[src/vectored_irq_ctrl_pkg.sv]
// Package: register offsets, field layouts and reset values of the interrupt controller
package vectored_irq_ctrl_pkg;

  // ****************************************
  // Sizes
  // ****************************************
  localparam int REQ_COUNT = 32;
  localparam int SLOT_COUNT = 16;
  localparam int SRC_BITS = 5;
  localparam int SLOT_BITS = 4;

  // ****************************************
  // Register byte offsets (low twelve address bits)
  // ****************************************
  localparam logic [11:0] NORMAL_STATUS_OFS = 12'h000;
  localparam logic [11:0] FAST_STATUS_OFS = 12'h004;
  localparam logic [11:0] RAW_STATUS_OFS = 12'h008;
  localparam logic [11:0] CLASS_SELECT_OFS = 12'h00C;
  localparam logic [11:0] ENABLE_MASK_OFS = 12'h010;
  localparam logic [11:0] ENABLE_CLEAR_OFS = 12'h014;
  localparam logic [11:0] SOFT_BITS_OFS = 12'h018;
  localparam logic [11:0] SOFT_CLEAR_OFS = 12'h01C;
  localparam logic [11:0] ACTIVE_VECTOR_OFS = 12'h030;
  localparam logic [11:0] DEFAULT_HANDLER_OFS = 12'h034;
  localparam logic [5:0] SLOT_ADDR_PAGE = 6'h04;
  localparam logic [5:0] SLOT_CTRL_PAGE = 6'h08;

  // ****************************************
  // Slot control field layout
  // ****************************************
  localparam int SLOT_SRC_LSB = 0;
  localparam int SLOT_EN_BIT = 5;

  // ****************************************
  // Reset values
  // ****************************************
  localparam logic [31:0] WORD_RESET = 32'h0000_0000;
  localparam logic [5:0] SLOT_CTRL_RESET = 6'h00;

  // ****************************************
  // Bus answers
  // ****************************************
  localparam logic [1:0] RESP_OKAY = 2'h0;
  localparam logic [1:0] RESP_SLVERR = 2'h2;
  localparam logic [1:0] RESP_DECERR = 2'h3;
  localparam logic [3:0] FULL_WORD_STRB = 4'hF;

  typedef struct packed {
    logic enable;
    logic [SRC_BITS-1:0] source;
  } slot_ctrl_t;

  typedef struct packed {
    logic [REQ_COUNT-1:0] raw;
    logic [REQ_COUNT-1:0] fast;
    logic [REQ_COUNT-1:0] normal;
  } req_view_t;

endpackage

[src/vectored_irq_ctrl.sv]
// Vectored interrupt controller with an AXI4-Lite register slave
// What this block does
// - 32 requests, each software-classified into one category
// - Fast requests outrank all normal requests
// - Fast output ORs enabled fast-class requests
// - Readable word of requesting fast sources
// - Sixteen vectored slots rank between fast, non-vectored
// - Any request to any slot; slot 0 highest
// - Unslotted enabled normal requests are non-vectored, lowest
// - Normal output ORs all active normal requests
// - Vector read returns highest active slot address
// - No active slot returns default handler address
// - Status register shows active normal requests
// - Registers are whole words only
// - Software can raise any of 32 requests
// - Soft bits ORed with lines before enabling
// - Select bit routes to fast, resets zero
// - Enable bits gate; write-ones clear register
module vectored_irq_ctrl
(
  input wire logic ref_clk,
  input wire logic rst,
  input wire logic [31:0] reqIn,
  output logic fastIrq,
  output logic normalIrq,
  input wire logic [31:0] awaddr,
  input wire logic awvalid,
  output logic awready,
  input wire logic [31:0] wdata,
  input wire logic [3:0] wstrb,
  input wire logic wvalid,
  output logic wready,
  output logic [1:0] bresp,
  output logic bvalid,
  input wire logic bready,
  input wire logic [31:0] araddr,
  input wire logic arvalid,
  output logic arready,
  output logic [31:0] rdata,
  output logic [1:0] rresp,
  output logic rvalid,
  input wire logic rready
);
  timeunit 1ns;
  timeprecision 1ps;

  // ****************************************
  // Configuration state
  // ****************************************
  logic [31:0] selectReg;
  logic [31:0] enableReg;
  logic [31:0] softReg;
  logic [31:0] defaultAddrReg;
  logic [31:0] vecAddrReg;
  logic [31:0] slotAddrReg [vectored_irq_ctrl_pkg::SLOT_COUNT];
  vectored_irq_ctrl_pkg::slot_ctrl_t slotCtrlReg [vectored_irq_ctrl_pkg::SLOT_COUNT];
  logic fastReg;
  logic normalReg;

  // ****************************************
  // Request classification
  // ****************************************
  vectored_irq_ctrl_pkg::req_view_t view;
  logic [31:0] enabledReq;

  assign view.raw = reqIn | softReg;
  assign enabledReq = view.raw & enableReg;
  assign view.fast = enabledReq & selectReg;
  assign view.normal = enabledReq & ~selectReg;

  // ****************************************
  // Slot priority chain
  // ****************************************
  // Chain runs from slot 15 up to slot 0 so the lowest index wins
  logic [vectored_irq_ctrl_pkg::SLOT_COUNT-1:0] slotHit;
  logic [vectored_irq_ctrl_pkg::SLOT_COUNT:0] chainFound;
  logic [31:0] chainAddr [vectored_irq_ctrl_pkg::SLOT_COUNT+1];

  assign chainFound[vectored_irq_ctrl_pkg::SLOT_COUNT] = 1'b0;
  assign chainAddr[vectored_irq_ctrl_pkg::SLOT_COUNT] = defaultAddrReg;

  genvar gi;
  generate
    for (gi = 0; gi < vectored_irq_ctrl_pkg::SLOT_COUNT; gi++)
    begin : gSlot
      assign slotHit[gi] = slotCtrlReg[gi].enable & view.normal[slotCtrlReg[gi].source];
      assign chainFound[gi] = slotHit[gi] | chainFound[gi+1];
      assign chainAddr[gi] = slotHit[gi] ? slotAddrReg[gi] : chainAddr[gi+1];
    end
  endgenerate

  // ****************************************
  // Outputs to the core
  // ****************************************
  // Registered so a glitching decode never reaches the core pins
  always_ff @(posedge ref_clk or posedge rst)
  begin
    if (rst)
    begin
      fastReg <= 1'b0;
      normalReg <= 1'b0;
      vecAddrReg <= vectored_irq_ctrl_pkg::WORD_RESET;
    end
    else
    begin
      fastReg <= |view.fast;
      normalReg <= |view.normal;
      vecAddrReg <= chainAddr[0];
    end
  end

  assign fastIrq = fastReg;
  assign normalIrq = normalReg;

  // ****************************************
  // Write channel holding
  // ****************************************
  logic awHeld;
  logic wHeld;
  logic [11:0] awOfsReg;
  logic [31:0] wDataReg;
  logic [3:0] wStrbReg;
  logic bvalidReg;
  logic [1:0] brespReg;
  logic commit;

  assign awready = ~awHeld;
  assign wready = ~wHeld;
  assign commit = awHeld & wHeld & ~bvalidReg;
  assign bvalid = bvalidReg;
  assign bresp = brespReg;

  always_ff @(posedge ref_clk or posedge rst)
  begin
    if (rst)
    begin
      awHeld <= 1'b0;
      awOfsReg <= 12'h000;
    end
    else if (awvalid & ~awHeld)
    begin
      awHeld <= 1'b1;
      awOfsReg <= awaddr[11:0];
    end
    else if (commit)
    begin
      awHeld <= 1'b0;
    end
  end

  always_ff @(posedge ref_clk or posedge rst)
  begin
    if (rst)
    begin
      wHeld <= 1'b0;
      wDataReg <= vectored_irq_ctrl_pkg::WORD_RESET;
      wStrbReg <= 4'h0;
    end
    else if (wvalid & ~wHeld)
    begin
      wHeld <= 1'b1;
      wDataReg <= wdata;
      wStrbReg <= wstrb;
    end
    else if (commit)
    begin
      wHeld <= 1'b0;
    end
  end

  // ****************************************
  // Write decode
  // ****************************************
  logic fullWord;
  logic wrSlotAddr;
  logic wrSlotCtrl;
  logic wrMapped;
  logic wrOk;
  logic [3:0] wrSlot;

  assign fullWord = wStrbReg == vectored_irq_ctrl_pkg::FULL_WORD_STRB;
  assign wrSlot = awOfsReg[5:2];
  assign wrSlotAddr = awOfsReg[11:6] == vectored_irq_ctrl_pkg::SLOT_ADDR_PAGE;
  assign wrSlotCtrl = awOfsReg[11:6] == vectored_irq_ctrl_pkg::SLOT_CTRL_PAGE;
  assign wrMapped = wrSlotAddr | wrSlotCtrl
    | awOfsReg == vectored_irq_ctrl_pkg::CLASS_SELECT_OFS
    | awOfsReg == vectored_irq_ctrl_pkg::ENABLE_MASK_OFS
    | awOfsReg == vectored_irq_ctrl_pkg::ENABLE_CLEAR_OFS
    | awOfsReg == vectored_irq_ctrl_pkg::SOFT_BITS_OFS
    | awOfsReg == vectored_irq_ctrl_pkg::SOFT_CLEAR_OFS
    | awOfsReg == vectored_irq_ctrl_pkg::ACTIVE_VECTOR_OFS
    | awOfsReg == vectored_irq_ctrl_pkg::DEFAULT_HANDLER_OFS;
  assign wrOk = commit & fullWord & wrMapped;

  // ****************************************
  // Write answer
  // ****************************************
  // Address miss outranks a partial strobe
  always_ff @(posedge ref_clk or posedge rst)
  begin
    if (rst)
    begin
      bvalidReg <= 1'b0;
      brespReg <= vectored_irq_ctrl_pkg::RESP_OKAY;
    end
    else if (commit)
    begin
      bvalidReg <= 1'b1;
      brespReg <= ~wrMapped ? vectored_irq_ctrl_pkg::RESP_DECERR
        : fullWord ? vectored_irq_ctrl_pkg::RESP_OKAY : vectored_irq_ctrl_pkg::RESP_SLVERR;
    end
    else if (bready)
    begin
      bvalidReg <= 1'b0;
    end
  end

  // ****************************************
  // Control register writes
  // ****************************************
  always_ff @(posedge ref_clk or posedge rst)
  begin
    if (rst)
    begin
      selectReg <= vectored_irq_ctrl_pkg::WORD_RESET;
      enableReg <= vectored_irq_ctrl_pkg::WORD_RESET;
      softReg <= vectored_irq_ctrl_pkg::WORD_RESET;
      defaultAddrReg <= vectored_irq_ctrl_pkg::WORD_RESET;
    end
    else if (wrOk)
    begin
      if (awOfsReg == vectored_irq_ctrl_pkg::CLASS_SELECT_OFS)
        selectReg <= wDataReg;
      if (awOfsReg == vectored_irq_ctrl_pkg::ENABLE_MASK_OFS)
        enableReg <= enableReg | wDataReg;
      if (awOfsReg == vectored_irq_ctrl_pkg::ENABLE_CLEAR_OFS)
        enableReg <= enableReg & ~wDataReg;
      if (awOfsReg == vectored_irq_ctrl_pkg::SOFT_BITS_OFS)
        softReg <= softReg | wDataReg;
      if (awOfsReg == vectored_irq_ctrl_pkg::SOFT_CLEAR_OFS)
        softReg <= softReg & ~wDataReg;
      if (awOfsReg == vectored_irq_ctrl_pkg::DEFAULT_HANDLER_OFS)
        defaultAddrReg <= wDataReg;
    end
  end

  // ****************************************
  // Vector slot writes
  // ****************************************
  // One write per commit, so set and clear never meet
  generate
    for (gi = 0; gi < vectored_irq_ctrl_pkg::SLOT_COUNT; gi++)
    begin : gSlotWr
      always_ff @(posedge ref_clk or posedge rst)
      begin
        if (rst)
        begin
          slotAddrReg[gi] <= vectored_irq_ctrl_pkg::WORD_RESET;
          slotCtrlReg[gi] <= vectored_irq_ctrl_pkg::SLOT_CTRL_RESET;
        end
        else if (wrOk & wrSlot == 4'(gi))
        begin
          if (wrSlotAddr)
            slotAddrReg[gi] <= wDataReg;
          if (wrSlotCtrl)
            slotCtrlReg[gi] <= wDataReg[vectored_irq_ctrl_pkg::SLOT_EN_BIT:vectored_irq_ctrl_pkg::SLOT_SRC_LSB];
        end
      end
    end
  endgenerate

  // ****************************************
  // Read decode
  // ****************************************
  // Reads carry no strobe, so every read of a mapped offset is a full word
  logic [11:0] rdOfs;
  logic [3:0] rdSlot;
  logic rdSlotAddr;
  logic rdSlotCtrl;
  logic rdMapped;
  logic [31:0] rdWord;
  logic rvalidReg;
  logic [31:0] rdataReg;
  logic [1:0] rrespReg;

  assign rdOfs = araddr[11:0];
  assign rdSlot = rdOfs[5:2];
  assign rdSlotAddr = rdOfs[11:6] == vectored_irq_ctrl_pkg::SLOT_ADDR_PAGE;
  assign rdSlotCtrl = rdOfs[11:6] == vectored_irq_ctrl_pkg::SLOT_CTRL_PAGE;
  assign rdMapped = rdSlotAddr | rdSlotCtrl
    | rdOfs == vectored_irq_ctrl_pkg::NORMAL_STATUS_OFS
    | rdOfs == vectored_irq_ctrl_pkg::FAST_STATUS_OFS
    | rdOfs == vectored_irq_ctrl_pkg::RAW_STATUS_OFS
    | rdOfs == vectored_irq_ctrl_pkg::CLASS_SELECT_OFS
    | rdOfs == vectored_irq_ctrl_pkg::ENABLE_MASK_OFS
    | rdOfs == vectored_irq_ctrl_pkg::SOFT_BITS_OFS
    | rdOfs == vectored_irq_ctrl_pkg::ACTIVE_VECTOR_OFS
    | rdOfs == vectored_irq_ctrl_pkg::DEFAULT_HANDLER_OFS;
  // Clear registers are write-only and read as zero
  assign rdWord =
    rdSlotAddr ? slotAddrReg[rdSlot]
    : rdSlotCtrl ? {26'h0, slotCtrlReg[rdSlot]}
    : rdOfs == vectored_irq_ctrl_pkg::NORMAL_STATUS_OFS ? view.normal
    : rdOfs == vectored_irq_ctrl_pkg::FAST_STATUS_OFS ? view.fast
    : rdOfs == vectored_irq_ctrl_pkg::RAW_STATUS_OFS ? view.raw
    : rdOfs == vectored_irq_ctrl_pkg::CLASS_SELECT_OFS ? selectReg
    : rdOfs == vectored_irq_ctrl_pkg::ENABLE_MASK_OFS ? enableReg
    : rdOfs == vectored_irq_ctrl_pkg::SOFT_BITS_OFS ? softReg
    : rdOfs == vectored_irq_ctrl_pkg::ACTIVE_VECTOR_OFS ? vecAddrReg
    : rdOfs == vectored_irq_ctrl_pkg::DEFAULT_HANDLER_OFS ? defaultAddrReg
    : vectored_irq_ctrl_pkg::WORD_RESET;

  // ****************************************
  // Read answer
  // ****************************************
  // Next read held off until the answer is taken
  assign arready = ~rvalidReg;
  assign rvalid = rvalidReg;
  assign rdata = rdataReg;
  assign rresp = rrespReg;

  always_ff @(posedge ref_clk or posedge rst)
  begin
    if (rst)
    begin
      rvalidReg <= 1'b0;
      rdataReg <= vectored_irq_ctrl_pkg::WORD_RESET;
      rrespReg <= vectored_irq_ctrl_pkg::RESP_OKAY;
    end
    else if (arvalid & ~rvalidReg)
    begin
      rvalidReg <= 1'b1;
      rdataReg <= rdWord;
      rrespReg <= rdMapped ? vectored_irq_ctrl_pkg::RESP_OKAY : vectored_irq_ctrl_pkg::RESP_DECERR;
    end
    else if (rready)
    begin
      rvalidReg <= 1'b0;
    end
  end

endmodule

[config.mk]
export PLATFORM = sky130hd
export DESIGN_NAME = vectored_irq_ctrl
export DESIGN_NICKNAME = d
export VERILOG_FILES = /design/src/vectored_irq_ctrl_pkg.sv /design/src/vectored_irq_ctrl.sv
export SDC_FILE = /design/constraint.sdc
export NUM_CORES = 2
export LEC_CHECK = 0
export ABC_AREA = 1
export BUFFER_PORTS_ARGS = -buffer_cell sky130_fd_sc_hd__buf_2
export CAP_MARGIN = 30
export CELL_PAD_IN_SITES_DETAIL_PLACEMENT = 1
export CELL_PAD_IN_SITES_GLOBAL_PLACEMENT = 2
export CORE_UTILIZATION = 35
export DETAILED_ROUTE_END_ITERATION = 10
export PLACE_DENSITY = 0.75
export SETUP_SLACK_MARGIN = 0.4
export SYNTH_ARGS = -nofsm -noshare
export SYNTH_HDL_FRONTEND = slang
export SYNTH_SLANG_ARGS = --single-unit
[constraint.sdc]
create_clock -name ref_clk -period 41.1 [get_ports ref_clk]
set_input_delay 2.055 -clock ref_clk [delete_from_list [all_inputs] [get_ports ref_clk]]
set_output_delay 2.055 -clock ref_clk [all_outputs]
set_load 0.1 [all_outputs]
* After elaboration in Yosys (flattened, before gate mapping)
Cells that the tools add are included.
** Word-level totals
- Latch bits :: 0
- Logic and storage cells :: 311
- Register bits after elaboration :: 858
- Memory bits (read-only) :: 0
- Memories kept :: 0
- Memory bits (writable) :: 0
** Operators by class
- Mux-type cells :: 78
- Shifts and indexed selects :: 0
- Equality and inequality tests :: 34
- Bitwise operators :: 71
- Magnitude comparators :: 17
- Div/mod/pow operators :: 0
- Add/sub/neg operators :: 0
- Reductions and logical operators :: 46
- Multipliers :: 0
** Operators by type and width (number)
- $mux 32 :: 32
- $and 32x32->32 :: 5
- $bmux 32 s4 :: 1
- $lt 5x6->1 const B :: 16
- $or 32x32->32 :: 3
- $bmux 1 s5 :: 16
- $eq 12x5->1 const B :: 6
- $reduce_and 2->1 :: 36
- $not 32->32 :: 2
- $reduce_or 32->1 :: 2
- $eq 12x6->1 const B :: 4
- $and 1x1->1 :: 39
- $eq 12x4->1 const B :: 3
- $eq 4x4->1 const B :: 9
- $bmux 6 s4 :: 1
- $mux 1 :: 23
- $or 1x1->1 :: 17
- $eq 4x3->1 const B :: 4
- $eq 12x3->1 const B :: 1
- $eq 6x3->1 const B :: 2
- $eq 6x4->1 const B :: 2
- $logic_not 12->1 :: 1
- $mux 6 :: 2
- $reduce_bool 2->1 :: 6
- other kinds (7) :: 13

* Depth between registers and ports, before layout
- Depth after elaboration :: 22
- Gate-level depth with buffers :: 31

* Worst setup path before layout
OpenSTA, ideal clock, no wires.
- Kind :: input to register
- Start :: in reqIn[20]
- End :: reg vecAddrReg[23]
- Library setup time :: 0.116 ns
- Stages :: 24
- Arrival :: 4.032 ns
- Path buffers :: 2
- Slack :: 36.952 ns
- Cell sequence :: inv_1 > nand2_2 > nand2_2 > nor2_2 > buf_4 > nand2_1 > nand2_1 > a21oi_1 > o311ai_2 > nand3_1 > nand2_1 > nand2_4 > buf_6 > or2_0 > nand3_1 > nand3_1 > nand3_1 > nand3_1 > nand3_1 > nand3_1 > nand2_1 > nand2_1 > nand2_1 > nand2_1
** RTL lines
- start, declared :: RTL line vectored_irq_ctrl.sv:23 : input wire logic [31:0] reqIn,
- end signal, assigned :: RTL line vectored_irq_ctrl.sv:102 : vecAddrReg <= vectored_irq_ctrl_pkg::WORD_RESET;
- end signal, assigned :: RTL line vectored_irq_ctrl.sv:108 : vecAddrReg <= chainAddr[0];
- end, declared :: RTL line vectored_irq_ctrl.sv:54 : logic [31:0] vecAddrReg;

==> summary.log <==
[sta] Setup-failing EPs final 0
[power_and_ir_drop] Overall Power 2.27 mW
[power_and_ir_drop] switching share of power 33.8%
[die] die width 378 µm
[clock_network] worst-skew pair later-pin latency 760 ps
[clock_network] maximum buffer depth of the clock tree 3
[die] number of top-level pins 182
[final_layout] area used by multi-input combinational logic 0.0237 mm²
[die] die outline area 0.143 mm²
[global_routing] first-pass GRT wire length 354,000 µm
[sta] final critical-path share of the clock period 15.0%
[final_layout] fraction of layout instances using a drive strength above 1 8.87%
[route] number of DRC markers after the initial detailed-route iteration 5,018
[global_routing] total overflow reported by the global router 0
[logic_synthesis] fraction of registers with async set/reset 100%
[setup_path] r2r worst-path depth 25
[place] estimated wirelength of the detail-placed design 152,000 µm
[place] worst slack at placement 34,310 ps
[setup_path] critical path class in -> reg
[outcome] result of the run complete, no violations
[flow_run] count of max-cap constraint violations 0
[clock_network] number of gates resized after CTS 0
[logic_synthesis] synthesized net count 6,911
[clock_network] clock root buffer master clkbuf_16
[worst_hold_path] Hold Crit Depth 2
[power_and_ir_drop] portion of total power attributed to the clock network 43.8%
[setup_path] sort of element at the end of the critical path register
[worst_hold_path] class of the worst hold path reg -> reg
[route] number of nets with antenna violations after detailed routing 0
[logic_synthesis] area of the mapped netlist 0.0495 mm²
[sta] Worst Tran Pin Value 1130 ps
[clock_network] postcts setup bufs 0
[route] post-DR wirelength/cell 28.5 µm
[setup_path] CP startpoint kind input port
[sta] final setup TNS 0 ps
[clock_network] TritonCTS clock tree done
[route] total length of routed wires 245,000 µm
[global_routing] via count of the first global-routing pass 49,500
[power_and_ir_drop] ratio of total power to cell area 40.8 mW/mm²
[final_layout] final-stage net count 6,776
[place] Inst Count DP 8,400
[setup_path] cell type with the highest occurrence count on the critical path nand3_1
[setup_path] peak per-stage delay on the critical path 610 ps
[die] core outline area 0.140 mm²
[logic_synthesis] count of unique library cells instantiated by Yosys 58
[logic_synthesis] proportion of synthesized chip area in sequential cells 43.3%
[power_and_ir_drop] sequential share of power 39.7%
[logic_synthesis] Post-Syn Area per Cell 7.32 µm²
[logic_synthesis] cells after synthesis 6,772
[route] total via count in the routed design 50,600
[route] DRT Pass-1 Iters 6
[sta] shortest period the worst path allows 6160 ps
[place] number of buffer cells added on primary ports 141
[power_and_ir_drop] Leak 24.2 nW
[power_and_ir_drop] switching power total 766 µW
[logic_synthesis] FF+latch count, synth 857
[global_routing] total global routing track utilization 33.9%
[sta] crit path setup slack, layout 34,940 ps
[logic_synthesis] commonest cells in the netlist nand2_1, o21ai_0, dfrtp_1, inv_1, nand3_1
[global_routing] number of antenna violations at the first check in global routing 25
[route] via density per instance 5.89
[power_and_ir_drop] maximum resistive drop on vdd 32.3 µV
[die] row count 137
[logic_synthesis] Yosys top cell area share 43.3%
[logic_synthesis] synth warn 0
[place] instance area at placement 0.0518 mm²
[route] DR DRC count 0
[sta] clock tree skew after final layout 42.8 ps
[setup_path] master of the slowest instance on the critical path nor3_4
[final_layout] final design utilization 39.6%
[clock_network] CTS sink cnt 857
[final_layout] final standard cell area without fillers 0.0555 mm²
[final_layout] number of cells in the finished layout apart from fillers 8,595
[clock_network] Clock transition at path regs 60 ps
[clock_network] H-tree lvl count 3
[setup_path] worst reg2reg setup slack 35,940 ps
[setup_path] terminus of the critical flop-to-flop path vecAddrReg[13]
[worst_hold_path] start point of the worst hold path rdata[5]
[clock_network] Hold Buf Count CTS 0
[clock_network] number of clock buffers inserted by TritonCTS 107
[die] vertical die dimension 378 µm
[sta] unrepaired setup endpoints after global routing no
[worst_hold_path] endpoint with the worst hold slack rdata[5]
[die] starting density of the core 35.4%
[setup_path] critical path arrival 6840 ps
[logic_synthesis] most used standard cell by instance count after synthesis nand2_1
[logic_synthesis] post-synth top area cell dfrtp_1
[setup_path] Worst setup startpoint reqIn[21]
[sta] worst hold-check slack 479 ps
[logic_synthesis] leading post-synthesis cells by cell area dfrtp_1, nand2_1, o21ai_0
[setup_path] worst-path maximum fanout 26
[setup_path] required time of the critical path 41,780 ps
[logic_synthesis] number of enable flip-flop cells after synthesis 0
[power_and_ir_drop] proportion of power drawn by combinational gates 16.5%
[final_layout] register area 0.0214 mm²
[sta] count of pins over their slew limit 0
[global_routing] maximum number of pins on one net before global-route repair 164
[sta] Fmax 162 MHz
[final_layout] layout filler cell count 17,300
[final_layout] area overhead of the layout relative to synthesis 12.0%
[sta] Final Hold Fails 0
[place] RD Place Congestion 0.932
[sta] worst rel slew slack 24.5%
[power_and_ir_drop] cell-internal power 1.50 mW
[logic_synthesis] main flop type after synthesis dfrtp_1
-- cells by family (layout without fill, tap and decap cells) --
family                 Yosys count  in the layout  synth area share [%]
AOI/OAI and AO/OA             1832           1832                  21.8
buffers and inverters         1165           1110                  9.39
DFF                            857            857                  43.3
muxes                           13             13                 0.295
other                            0              2                     0
and+or+nand+nor               2905           2905                  25.3
-- worst max-delay path: cells and delay by family --
kind            cells  cell delay (ps)
compound gates      2              480
simple gates       20             3130
buf+inv             4             1090
-- area by class of cell --
type                    count  area share (%)
multi-input cells        4750            42.6
flip-flops and latches    857            38.6
clock buffers             157            5.58
inverters                 640            4.35
well taps                1876            4.23
repair buffers            281            3.62
clock inverters            32           0.940
diodes                      2         0.00902
-- per-layer routing --
metal / up-vias / routed length (µm) / track usage [%] / share of wire, %
met1: 25500 / 107000 / 46.3 / 44
met3: 539 / 17200 / 5.26 / 7.0
met4: 6 / 11200 / 14.3 / 4.6
met2: 2025 / 109000 / 53.3 / 45
met5: - / 34 / 0 / 0.014
li1: 22500 / - / - / -
-- registers in the layout, summed over array words and instances (netlist names), 2 cells and up, named ones only --
signal          count
slotAddrReg       512
slotCtrlReg        96
vecAddrReg         32
awOfsReg           12
selectReg          32
defaultAddrReg     32
wStrbReg            4
wDataReg           32
bresp               2
rdata              32
-- placed cells by master, fill, tap and decap left out, drive strengths merged, types with 3 or more instances in the layout --
master	count
o311ai	26
nand4	45
clkbuf	157
nand3	600
dfrtp	857
inv	635
a221oi	24
clkinvlp	8
o221ai	28
a22oi	169
o211ai	165
a21oi	240
a221o	18
o21ai	1013
a211oi	4
nor4	18
o22ai	58
or2	107
clkinv	19
o31ai	3
buf	281
bufinv	10
nor2	225
nor3b	3
nor3	64
nand2	1840
a31oi	16
o2111ai	57
mux2	13
-- power by group through the flow --
| stage | Sequential, mW | Clock, mW | Combinational [mW] |
|---|---|---|---|
| 2_1_floorplan | 0.951 | 0 | 0.157 |
| 3_3_place_gp | 0.917 | 0 | 0.358 |
| 3_5_place_dp | 0.917 | 0 | 0.361 |
| 4_1_cts | 0.902 | 1.01 | 0.362 |
| 5_1_grt | 0.902 | 1.03 | 0.389 |
| 6_report | 0.899 | 0.993 | 0.374 |
-- worst max path at each step --
stage,to,slack [ps],cells after the start
2_1_floorplan,async pin,14960,1
3_3_place_gp,vecAddrReg[31],34140,29
3_5_place_dp,vecAddrReg[13],34310,26
4_1_cts,vecAddrReg[13],35090,26
5_1_grt,vecAddrReg[31],34730,30
6_report,vecAddrReg[13],34940,26
Note: power is estimated with default switching activity, not from simulation.
